<file path="config.mk">
export PLATFORM = sky130hd
export DESIGN_NAME = smc_sleep_ctrl
export DESIGN_NICKNAME = d
export VERILOG_FILES = /design/src/verilog/smc_pkg.sv /design/src/verilog/smc_sleep_ctrl.sv
export VERILOG_INCLUDE_DIRS = /design/src /design/src/verilog
export SDC_FILE = /design/constraint.sdc
export NUM_CORES = 1
export LEC_CHECK = 0
export BUFFER_PORTS_ARGS = -buffer_cell sky130_fd_sc_hd__buf_4
export CELL_PAD_IN_SITES_DETAIL_PLACEMENT = 1
export CELL_PAD_IN_SITES_GLOBAL_PLACEMENT = 1
export CORE_MARGIN = 8
export CORE_UTILIZATION = 36
export CTS_CLUSTER_DIAMETER = 50
export DETAILED_ROUTE_END_ITERATION = 8
export GPL_TIMING_DRIVEN = 0
export PLACE_DENSITY_LB_ADDON = 0.1
export SYNTH_ARGS = -nofsm -noshare
export SYNTH_HDL_FRONTEND = slang
export SYNTH_SLANG_ARGS = --single-unit
</file>
<file path="constraint.sdc">
create_clock -name core_clk -period 3 [get_ports core_clk]
set_input_delay 0.6 -clock core_clk [delete_from_list [all_inputs] [get_ports core_clk]]
set_output_delay 0.6 -clock core_clk [all_outputs]
set_load 0.05 [all_outputs]
</file>
<file path="src/verilog/smc_map.svh">
// sleep controller register offsets, field positions, reset values and timing counts
// assumes a 32-bit apb slave with word-aligned registers
`ifndef SMC_MAP_SVH
`define SMC_MAP_SVH

// ----------------------------------------
// register offsets (byte addresses)
// ----------------------------------------
`define SMC_CTRL_OFF        12'h000
`define SMC_STATUS_OFF      12'h004
`define SMC_CFG_OFF         12'h008
`define SMC_STARTUP_OFF     12'h00c

// ----------------------------------------
// control register fields
// ----------------------------------------
`define SMC_SE_BIT          0
`define SMC_SM_LSB          1
`define SMC_SM_MSB          3
`define SMC_CTRL_MASK       32'h0000000f
`define SMC_CTRL_RESET      32'h00000000

// ----------------------------------------
// configuration register fields
// ----------------------------------------
`define SMC_CFG_XTAL_BIT    0
`define SMC_CFG_T2ASY_BIT   1
`define SMC_CFG_LCDASY_BIT  2
`define SMC_CFG_T2EN_BIT    3
`define SMC_CFG_LCDEN_BIT   4
`define SMC_CFG_ADCEN_BIT   5
`define SMC_CFG_MASK        32'h0000003f
`define SMC_CFG_RESET       32'h00000000

// ----------------------------------------
// timing
// ----------------------------------------
`define SMC_CLK_PERIOD_NS   5
`define SMC_HALT_CYCLES     4
`define SMC_STANDBY_CYCLES  6
`define SMC_STARTUP_RESET   16'h0040

`endif

</file>
<file path="src/verilog/smc_pkg.sv">
// sleep controller types shared by the design and the bench
// no assumptions beyond a systemverilog compiler
`default_nettype none
package smc_pkg;

	typedef enum logic [2:0] {
		SMC_MODE_IDLE     = 3'b000,
		SMC_MODE_QUIET    = 3'b001,
		SMC_MODE_PDOWN    = 3'b010,
		SMC_MODE_PSAVE    = 3'b011,
		SMC_MODE_RSV4     = 3'b100,
		SMC_MODE_RSV5     = 3'b101,
		SMC_MODE_STANDBY  = 3'b110,
		SMC_MODE_RSV7     = 3'b111
	} smc_mode_t;

	typedef enum logic [1:0] {
		SMC_ST_RUN   = 2'b00,
		SMC_ST_SLEEP = 2'b01,
		SMC_ST_START = 2'b10,
		SMC_ST_HALT  = 2'b11
	} smc_state_t;

	// clock and oscillator gates, high = running
	typedef struct packed {
		logic cpu;
		logic flash;
		logic io;
		logic adc;
		logic asy;
		logic main_osc;
		logic timer_osc;
	} smc_gates_t;

	// wake-up sources, each a level from its peripheral
	typedef struct packed {
		logic ext_irq_zero_level;
		logic ext_irq_zero_edge;
		logic pin_change;
		logic serial_start;
		logic lcd;
		logic timer2;
		logic spm_ee_ready;
		logic adc_done;
		logic other_io;
	} smc_wake_t;

endpackage
`default_nettype wire

</file>
<file path="src/verilog/smc_sleep_ctrl.sv">
// sleep-mode controller: gates clocks and oscillators per mode, wakes the core on qualified sources
// assumes the core pulses sleep_exec when the sleep instruction executes and honours cpu_halt
//
// Behaviour
// software sets sleep enable then executes sleep; with enable clear, no sleep.
// the three-bit mode field is sampled at the sleep instruction.
// enabled interrupt wakes core; halt four cycles past start-up, then resume.
// register file and static memory are never disturbed by sleep.
// reset during sleep wakes device; execution starts at reset vector.
// mode 000 idle stops only core and program-memory clocks; the code also stops timer_osc unless use_asy is set.
// in idle any enabled interrupt wakes the core.
// converter enabled: entering idle or quiet mode starts a conversion.
// mode 001 quiet stops io, core and program-memory clocks.
// quiet mode wakes only on its listed sources.
// mode 010 power-down stops oscillator and all generated clocks.
// power-down ends only on reset, serial start, level irq zero, pin change.
// a level wake source must hold its level until recognised.
// power-down wake waits the fuse-selected start-up period.
// mode 011 power-save is power-down plus timer two and display.
// power-save wakes on timer two (enabled) or display interrupt.
// software should prefer power-down when neither module runs.
// power-save stops timer oscillator unless a module uses asynchronous clock.
// power-save stops main clock unless a module uses synchronous clock.
// mode 110 with crystal is standby; oscillator runs, wake in six cycles.
// outside idle, irq zero wakes only when level triggered.
// mode field at bits 3..1, sleep enable at bit 0.
// reserved mode codes do not sleep; execution continues.
`timescale 1ns/1ps
`default_nettype none
`include "smc_map.svh"

module smc_sleep_ctrl
	import smc_pkg::*;
(
	input  wire logic        core_clk,
	input  wire logic        rst_n,
	// apb slave
	input  wire logic        psel,
	input  wire logic        penable,
	input  wire logic        pwrite,
	input  wire logic [11:0] paddr,
	input  wire logic [31:0] pwdata,
	output logic      [31:0] prdata,
	output logic             pready,
	output logic             pslverr,
	// core side
	input  wire logic        sleep_exec,
	input  wire logic        global_irq_en,
	input  wire logic        timer2_irq_mask,
	input  wire smc_wake_t   wake_src,
	output logic             cpu_halt,
	output logic             irq_resume,
	output logic             adc_start,
	output smc_gates_t       gates
);

	// ----------------------------------------
	// registers
	// ----------------------------------------
	logic [3:0]  sleep_control_reg;
	logic [5:0]  cfg_reg;
	logic [15:0] startup_reg;
	smc_state_t  state_reg;
	smc_state_t  state_next;
	smc_mode_t   mode_reg;
	logic [15:0] cnt_reg;
	logic [15:0] cnt_next;
	smc_gates_t  gates_next;
	logic        wake;
	logic        wr_en;
	logic        rd_en;
	logic        addr_ok;
	logic        sleep_go;
	smc_mode_t   mode_sel;
	logic        t2_on;
	logic        lcd_on;
	logic        use_asy;
	logic        use_sync;
	logic [2:0]  wake_cnt;

	assign mode_sel = smc_mode_t'(sleep_control_reg[`SMC_SM_MSB:`SMC_SM_LSB]);
	assign t2_on    = cfg_reg[`SMC_CFG_T2EN_BIT];
	assign lcd_on   = cfg_reg[`SMC_CFG_LCDEN_BIT];
	assign use_asy  = (t2_on && cfg_reg[`SMC_CFG_T2ASY_BIT]) || (lcd_on && cfg_reg[`SMC_CFG_LCDASY_BIT]);
	assign use_sync = (t2_on && !cfg_reg[`SMC_CFG_T2ASY_BIT]) || (lcd_on && !cfg_reg[`SMC_CFG_LCDASY_BIT]);

	// ----------------------------------------
	// apb slave, zero wait states
	// ----------------------------------------
	assign addr_ok = (paddr == `SMC_CTRL_OFF) || (paddr == `SMC_STATUS_OFF) ||
	                 (paddr == `SMC_CFG_OFF) || (paddr == `SMC_STARTUP_OFF);
	assign pready  = 1'b1;
	assign pslverr = psel && penable && !addr_ok;
	assign wr_en   = psel && penable && pwrite && addr_ok;
	assign rd_en   = psel && !penable && !pwrite;

	always_ff @(posedge core_clk or negedge rst_n) begin
		if (!rst_n) begin
			sleep_control_reg <= 4'h0;
		end else if (wr_en && paddr == `SMC_CTRL_OFF) begin
			sleep_control_reg <= pwdata[3:0];
		end
	end

	always_ff @(posedge core_clk or negedge rst_n) begin
		if (!rst_n) begin
			cfg_reg <= 6'h00;
		end else if (wr_en && paddr == `SMC_CFG_OFF) begin
			cfg_reg <= pwdata[5:0];
		end
	end

	always_ff @(posedge core_clk or negedge rst_n) begin
		if (!rst_n) begin
			startup_reg <= `SMC_STARTUP_RESET;
		end else if (wr_en && paddr == `SMC_STARTUP_OFF) begin
			startup_reg <= pwdata[15:0];
		end
	end

	// read data captured in the setup phase so it comes from a flop
	always_ff @(posedge core_clk or negedge rst_n) begin
		if (!rst_n) begin
			prdata <= 32'h00000000;
		end else if (rd_en) begin
			case (paddr)
				`SMC_CTRL_OFF:    prdata <= {28'h0000000, sleep_control_reg};
				`SMC_STATUS_OFF:  prdata <= {24'h000000, 1'b0, mode_reg, 2'b00, state_reg};
				`SMC_CFG_OFF:     prdata <= {26'h0000000, cfg_reg};
				`SMC_STARTUP_OFF: prdata <= {16'h0000, startup_reg};
				default:          prdata <= 32'h00000000;
			endcase
		end
	end

	// ----------------------------------------
	// sleep entry and wake qualification
	// ----------------------------------------
	// reserved codes and standby without a crystal never sleep
	always_comb begin
		sleep_go = 1'b0;
		if (sleep_exec && sleep_control_reg[`SMC_SE_BIT]) begin
			case (mode_sel)
				SMC_MODE_IDLE, SMC_MODE_QUIET, SMC_MODE_PDOWN, SMC_MODE_PSAVE: sleep_go = 1'b1;
				SMC_MODE_STANDBY: sleep_go = cfg_reg[`SMC_CFG_XTAL_BIT];
				default:          sleep_go = 1'b0;
			endcase
		end
	end

	// sources are levels; a source must stay up until sampled
	always_comb begin
		case (mode_reg)
			SMC_MODE_IDLE: begin
				wake = wake_src.ext_irq_zero_level || wake_src.ext_irq_zero_edge ||
				       wake_src.pin_change || wake_src.serial_start || wake_src.lcd ||
				       wake_src.timer2 || wake_src.spm_ee_ready || wake_src.adc_done ||
				       wake_src.other_io;
			end
			SMC_MODE_QUIET: begin
				wake = wake_src.adc_done || wake_src.ext_irq_zero_level ||
				       wake_src.pin_change || wake_src.serial_start || wake_src.lcd ||
				       wake_src.timer2 || wake_src.spm_ee_ready;
			end
			SMC_MODE_PSAVE: begin
				wake = wake_src.ext_irq_zero_level || wake_src.pin_change ||
				       wake_src.serial_start || wake_src.lcd ||
				       (wake_src.timer2 && timer2_irq_mask && global_irq_en);
			end
			default: begin
				wake = wake_src.ext_irq_zero_level || wake_src.pin_change ||
				       wake_src.serial_start;
			end
		endcase
	end

	// ----------------------------------------
	// sequencer
	// ----------------------------------------
	// standby wakes in a fixed count; power-down and power-save wait the start-up period
	always_comb begin
		wake_cnt = 3'(`SMC_HALT_CYCLES);
		if (mode_reg == SMC_MODE_STANDBY) begin
			wake_cnt = 3'(`SMC_STANDBY_CYCLES);
		end
	end

	always_comb begin
		state_next = state_reg;
		cnt_next   = cnt_reg;
		case (state_reg)
			SMC_ST_RUN: begin
				if (sleep_go) begin
					state_next = SMC_ST_SLEEP;
				end
			end
			SMC_ST_SLEEP: begin
				if (wake) begin
					if (mode_reg == SMC_MODE_PDOWN || mode_reg == SMC_MODE_PSAVE) begin
						state_next = SMC_ST_START;
						cnt_next   = startup_reg;
					end else begin
						state_next = SMC_ST_HALT;
						cnt_next   = {13'h0000, wake_cnt};
					end
				end
			end
			SMC_ST_START: begin
				if (cnt_reg <= 16'h0001) begin
					state_next = SMC_ST_HALT;
					cnt_next   = 16'(`SMC_HALT_CYCLES);
				end else begin
					cnt_next = cnt_reg - 16'h0001;
				end
			end
			SMC_ST_HALT: begin
				if (cnt_reg <= 16'h0001) begin
					state_next = SMC_ST_RUN;
				end else begin
					cnt_next = cnt_reg - 16'h0001;
				end
			end
			default: begin
				state_next = SMC_ST_RUN;
			end
		endcase
	end

	// reset from any state lands in run, so the core restarts at its reset vector
	always_ff @(posedge core_clk or negedge rst_n) begin
		if (!rst_n) begin
			state_reg <= SMC_ST_RUN;
			cnt_reg   <= 16'h0000;
		end else begin
			state_reg <= state_next;
			cnt_reg   <= cnt_next;
		end
	end

	always_ff @(posedge core_clk or negedge rst_n) begin
		if (!rst_n) begin
			mode_reg <= SMC_MODE_IDLE;
		end else if (state_reg == SMC_ST_RUN && sleep_go) begin
			mode_reg <= mode_sel;
		end
	end

	// one pulse on resume: the core takes the pending interrupt, then the next instruction
	always_ff @(posedge core_clk or negedge rst_n) begin
		if (!rst_n) begin
			irq_resume <= 1'b0;
		end else begin
			irq_resume <= (state_reg == SMC_ST_HALT) && (state_next == SMC_ST_RUN);
		end
	end

	always_ff @(posedge core_clk or negedge rst_n) begin
		if (!rst_n) begin
			adc_start <= 1'b0;
		end else begin
			// a sleep strobe while already halted must not start a second conversion
			adc_start <= (state_reg == SMC_ST_RUN) && sleep_go && cfg_reg[`SMC_CFG_ADCEN_BIT] &&
			             (mode_sel == SMC_MODE_IDLE || mode_sel == SMC_MODE_QUIET);
		end
	end

	// ----------------------------------------
	// clock gating
	// ----------------------------------------
	// only clocks are gated, never storage, so register file and memory keep their data
	always_comb begin
		gates_next = '{default: 1'b1};
		if (state_next == SMC_ST_SLEEP || state_next == SMC_ST_START) begin
			case (state_next == SMC_ST_SLEEP ? mode_sel_eff() : mode_reg)
				SMC_MODE_IDLE: begin
					gates_next.cpu       = 1'b0;
					gates_next.flash     = 1'b0;
					gates_next.timer_osc = use_asy;
				end
				SMC_MODE_QUIET: begin
					gates_next.cpu       = 1'b0;
					gates_next.flash     = 1'b0;
					gates_next.io        = 1'b0;
					gates_next.timer_osc = use_asy;
				end
				SMC_MODE_PSAVE: begin
					gates_next           = '{default: 1'b0};
					gates_next.asy       = use_asy;
					gates_next.timer_osc = use_asy;
					gates_next.main_osc  = use_sync;
				end
				SMC_MODE_STANDBY: begin
					gates_next          = '{default: 1'b0};
					gates_next.main_osc = 1'b1;
				end
				default: begin
					gates_next = '{default: 1'b0};
				end
			endcase
			// oscillator restarts during the start-up wait
			if (state_next == SMC_ST_START) begin
				gates_next.main_osc = 1'b1;
			end
		end
	end

	function automatic smc_mode_t mode_sel_eff();
		mode_sel_eff = (state_reg == SMC_ST_RUN) ? mode_sel : mode_reg;
	endfunction

	always_ff @(posedge core_clk or negedge rst_n) begin
		if (!rst_n) begin
			gates <= '{default: 1'b1};
		end else begin
			gates <= gates_next;
		end
	end

	assign cpu_halt = (state_reg != SMC_ST_RUN);

endmodule
`default_nettype wire

</file>
==> flow_summary_export.csv <==
group,metric,value,unit
outcome,outcome,"finished, final reports clean",
synth,synthTopCellsByCount,"dfrtp_1, nand2_1, mux2_2",
cells_and_area,drive_above_1_share,0.422,
route,vias_per_cell,5.30,
critical_path,path_common_cell,"or4_4",
grt,overflow,0,
synth,synth_top_area_cell,"dfrtp_1",
clock_network,clock_path_buffers,2,
place,pre_cts_ws,-0.384,ns
clock_network,htree_num_levels,3,
floorplanning,dieArea,14300,µm²
clock_network,holdBufCountCts,0,
flow_run,max_cap_viol_count,0,
synth,syn_inst,366,
power_and_ir_drop,p_per_area,791,nW/µm²
synth,syn_area,3870,µm²
sta,worst_pin_slew,0.927,ns
synth,synth.avg_cell_area,10.6,µm²
sta,finalCritPeriodShare,0.968,
synth,ys_seq_elements,71,
route,wl_per_cell,18.5,µm
synth,synth_async_sr_flop_share,1.00,
floorplanning,initial_core_util,0.364,
sta,worst_slack,0.0972,ns
place,gp_congestion,0.811,
critical_path,path_max_fanout,3,
sta,timing.hold.ws,0.376,ns
place,io_buffers,71,
place,place_area,4660,µm²
place,dp_hpwl,8490,µm
clock_network,path_clk_slew,0.08,ns
critical_path,slowest_delay,0.57,ns
sta,max_slew_margin,0.377,
cells_and_area,diodes,0,
sta,slew_viol_final,0,
cells_and_area,fin_cells,619,
route,wl,11500,µm
route,first_pass_iters,4,
route,drt_iter0_markers,164,
route,vias,3279,
power_and_ir_drop,power_leakage,2.35,nW
synth,yosysMostFrequentCell,"dfrtp_1",
synth,synthDistinctLibCells,57,
grt,grt_usage,0.163,
critical_path,critical_path_class,"reg2reg",
clock_network,cts_buffers,9,
clock_network,clock-sinks,71,
synth,post_synth_main_area_contributors,"dfrtp_1, mux2_2, dfstp_2",
floorplanning,io_pins,105,
synth,synth_enable_flop_cells,0,
floorplanning,core_region_area,10700,µm²
clock_network,clk_latency,0.36,ns
critical_path,path_cells,"or4_4, nor2_4, a21boi_2, or4_4, nand3_4, ha_4, nand2_4, mux2_4, a21o_1, a2111o_1",
cells_and_area,fin_util,0.477,
sta,rsz0062_at_grt,"no",
route,drc_errors,0,
sta,fmax,0.344,GHz
synth,yosysSeqAreaShare,0.461,
cells_and_area,area_growth,31.1,%
sta,finClkSkew,0.0114,ns
grt,grt_max_degree,72,
power_and_ir_drop,ir_worst_vdd,574,µV
synth,synth_ff_type,"dfrtp_1",
sta,setup_violations,0,
min_path,hp-class,"in2async",
sta,final.min_clock_period,2.90,ns
critical_path,critPathLaunchType,"flop",
floorplanning,fp.dieH,120,µm
critical_path,slowest_stage,"or4_4",
clock_network,cts_tree,"built",
synth,yosysWarnings,0,
sta,hold_viol,0,
floorplanning,core.rowCount,38,
grt,grt_antenna_before_repair,0,
critical_path,crit_arrival,3.19,ns
route,ant_nets,0,
grt,grt_pass1_vias,3582,
place,dp_cells,592,
critical_path,end_kind,"flop",
cells_and_area,design_area,5080,µm²
floorplanning,die_w,120,µm
grt,grt_pass1_wl,18800,µm
cells_and_area,final_nets,544,
synth,synth_top_area_frac,0.414,
clock_network,cts-root-buf,"clkbuf_8",
critical_path,cp.required,3.28,ns
## repair_timing
action | CTS | global route
pin swaps | 7 | 3
resized for setup | 14 | 14
setup buffers | 7 | 4
setup endpoints to repair | 4 | 5
## logic make-up (layout without fill, tap and decap cells)
| group | count (synthesis) | count (layout) | share of synthesized area |
|---|---|---|---|
| xor gates and xnor gates | 1 | 1 | 0.00226 |
| adders and majority gates | 9 | 9 | 0.0291 |
| buffers and inverters | 56 | 154 | 0.0753 |
| and+or+nand+nor | 94 | 94 | 0.136 |
| DFF | 71 | 71 | 0.461 |
| muxes | 36 | 36 | 0.114 |
| AOI/OAI and AO/OA | 97 | 97 | 0.181 |
| other | 2 | 17 | 0.00194 |
## where the power goes
part	switching [mW]	total (mW)	internal, mW
clock network	0.377	0.870	0.493
registers	0.0859	1.15	1.07
logic	1.22	1.99	0.775
total	1.68	4.02	2.34
## layer usage
metal | global-route usage | share of wire | up-vias | wire length, µm
met4 | 0.0500 | 0.014 | 0 | 162
met3 | 0.0366 | 0.041 | 16 | 471
li1 | - | - | 1536 | -
met2 | 0.291 | 0.52 | 76 | 6010
met5 | 0 | 0 | - | 0
met1 | 0.191 | 0.42 | 1651 | 4830
## metrics by stage
| stage | TNS [ns] | total power [mW] |
|---|---|---|
| after floorplan | 0 | 2.39 |
| after global placement | -0.713 | 2.85 |
| after detailed placement | -0.759 | 2.89 |
| after CTS | 0 | 3.89 |
| after global routing | 0 | 4.30 |
| final | 0 | 4.02 |
## placed cells by master (no fill, tap or decap), types with 4 or more instances in the layout
| master | synthesis | routed |
|---|---|---|
| buf_2 | 4 | 4 |
| a32oi_1 | 11 | 11 |
| conb_1 | 2 | 17 |
| a22oi_1 | 8 | 8 |
| nor3_1 | 12 | 9 |
| nor2_1 | 16 | 14 |
| ha_1 | 9 | 5 |
| o21ai_0 | 18 | 17 |
| a211oi_1 | 13 | 12 |
| inv_1 | 24 | 23 |
| a22o_1 | 10 | 10 |
| dfrtp_1 | 64 | 61 |
| buf_4 | 20 | 102 |
| mux2_2 | 28 | 27 |
| dfstp_2 | 7 | 7 |
| o31ai_1 | 7 | 7 |
| clkbuf_1 | 7 | 8 |
| o22ai_1 | 14 | 14 |
| clkbuf_8 | 0 | 10 |
| mux2_4 | 4 | 5 |
| nand2_1 | 30 | 29 |
## worst paths after layout
| check | from | to | slack, ns | depth (start not counted) |
|---|---|---|---|---|
| max | cnt_reg[5] | gates[1] | 0.1 | 10 |
| min | rst_n | state_reg[1] | 0.38 | 1 |
| max reg2reg | cnt_reg[5] | gates[1] | 0.1 | 10 |
| min reg2reg | prdata[4] | prdata[4] | 0.48 | 2 |
| max in group asynchronous | rst_n | mode_reg[1] | 1.99 | 1 |
| min in group core_clk | pwdata[13] | startup_reg[13] | 0.47 | 2 |
## critical path: cells and delay by family, from the launching register on
| kind | cells | cell delay, ns |
|---|---|---|
| compound gates | 3 | 0.66 |
| fa+ha+maj | 1 | 0.14 |
| flops | 1 | 0.40 |
| mux | 1 | 0.31 |
| simple gates | 5 | 1.32 |
## cell type report
cell class / instances / area (µm²)
fill: 1241 / 5570
clock inverter: 5 / 82.6
multi-input combinational: 254 / 1980
tap: 140 / 175
inverter: 24 / 93.8
clock buffer: 11 / 141
timing repair buffer: 82 / 616
sequential: 71 / 1790
buffer: 32 / 204
(Power assumes the default switching activity.)
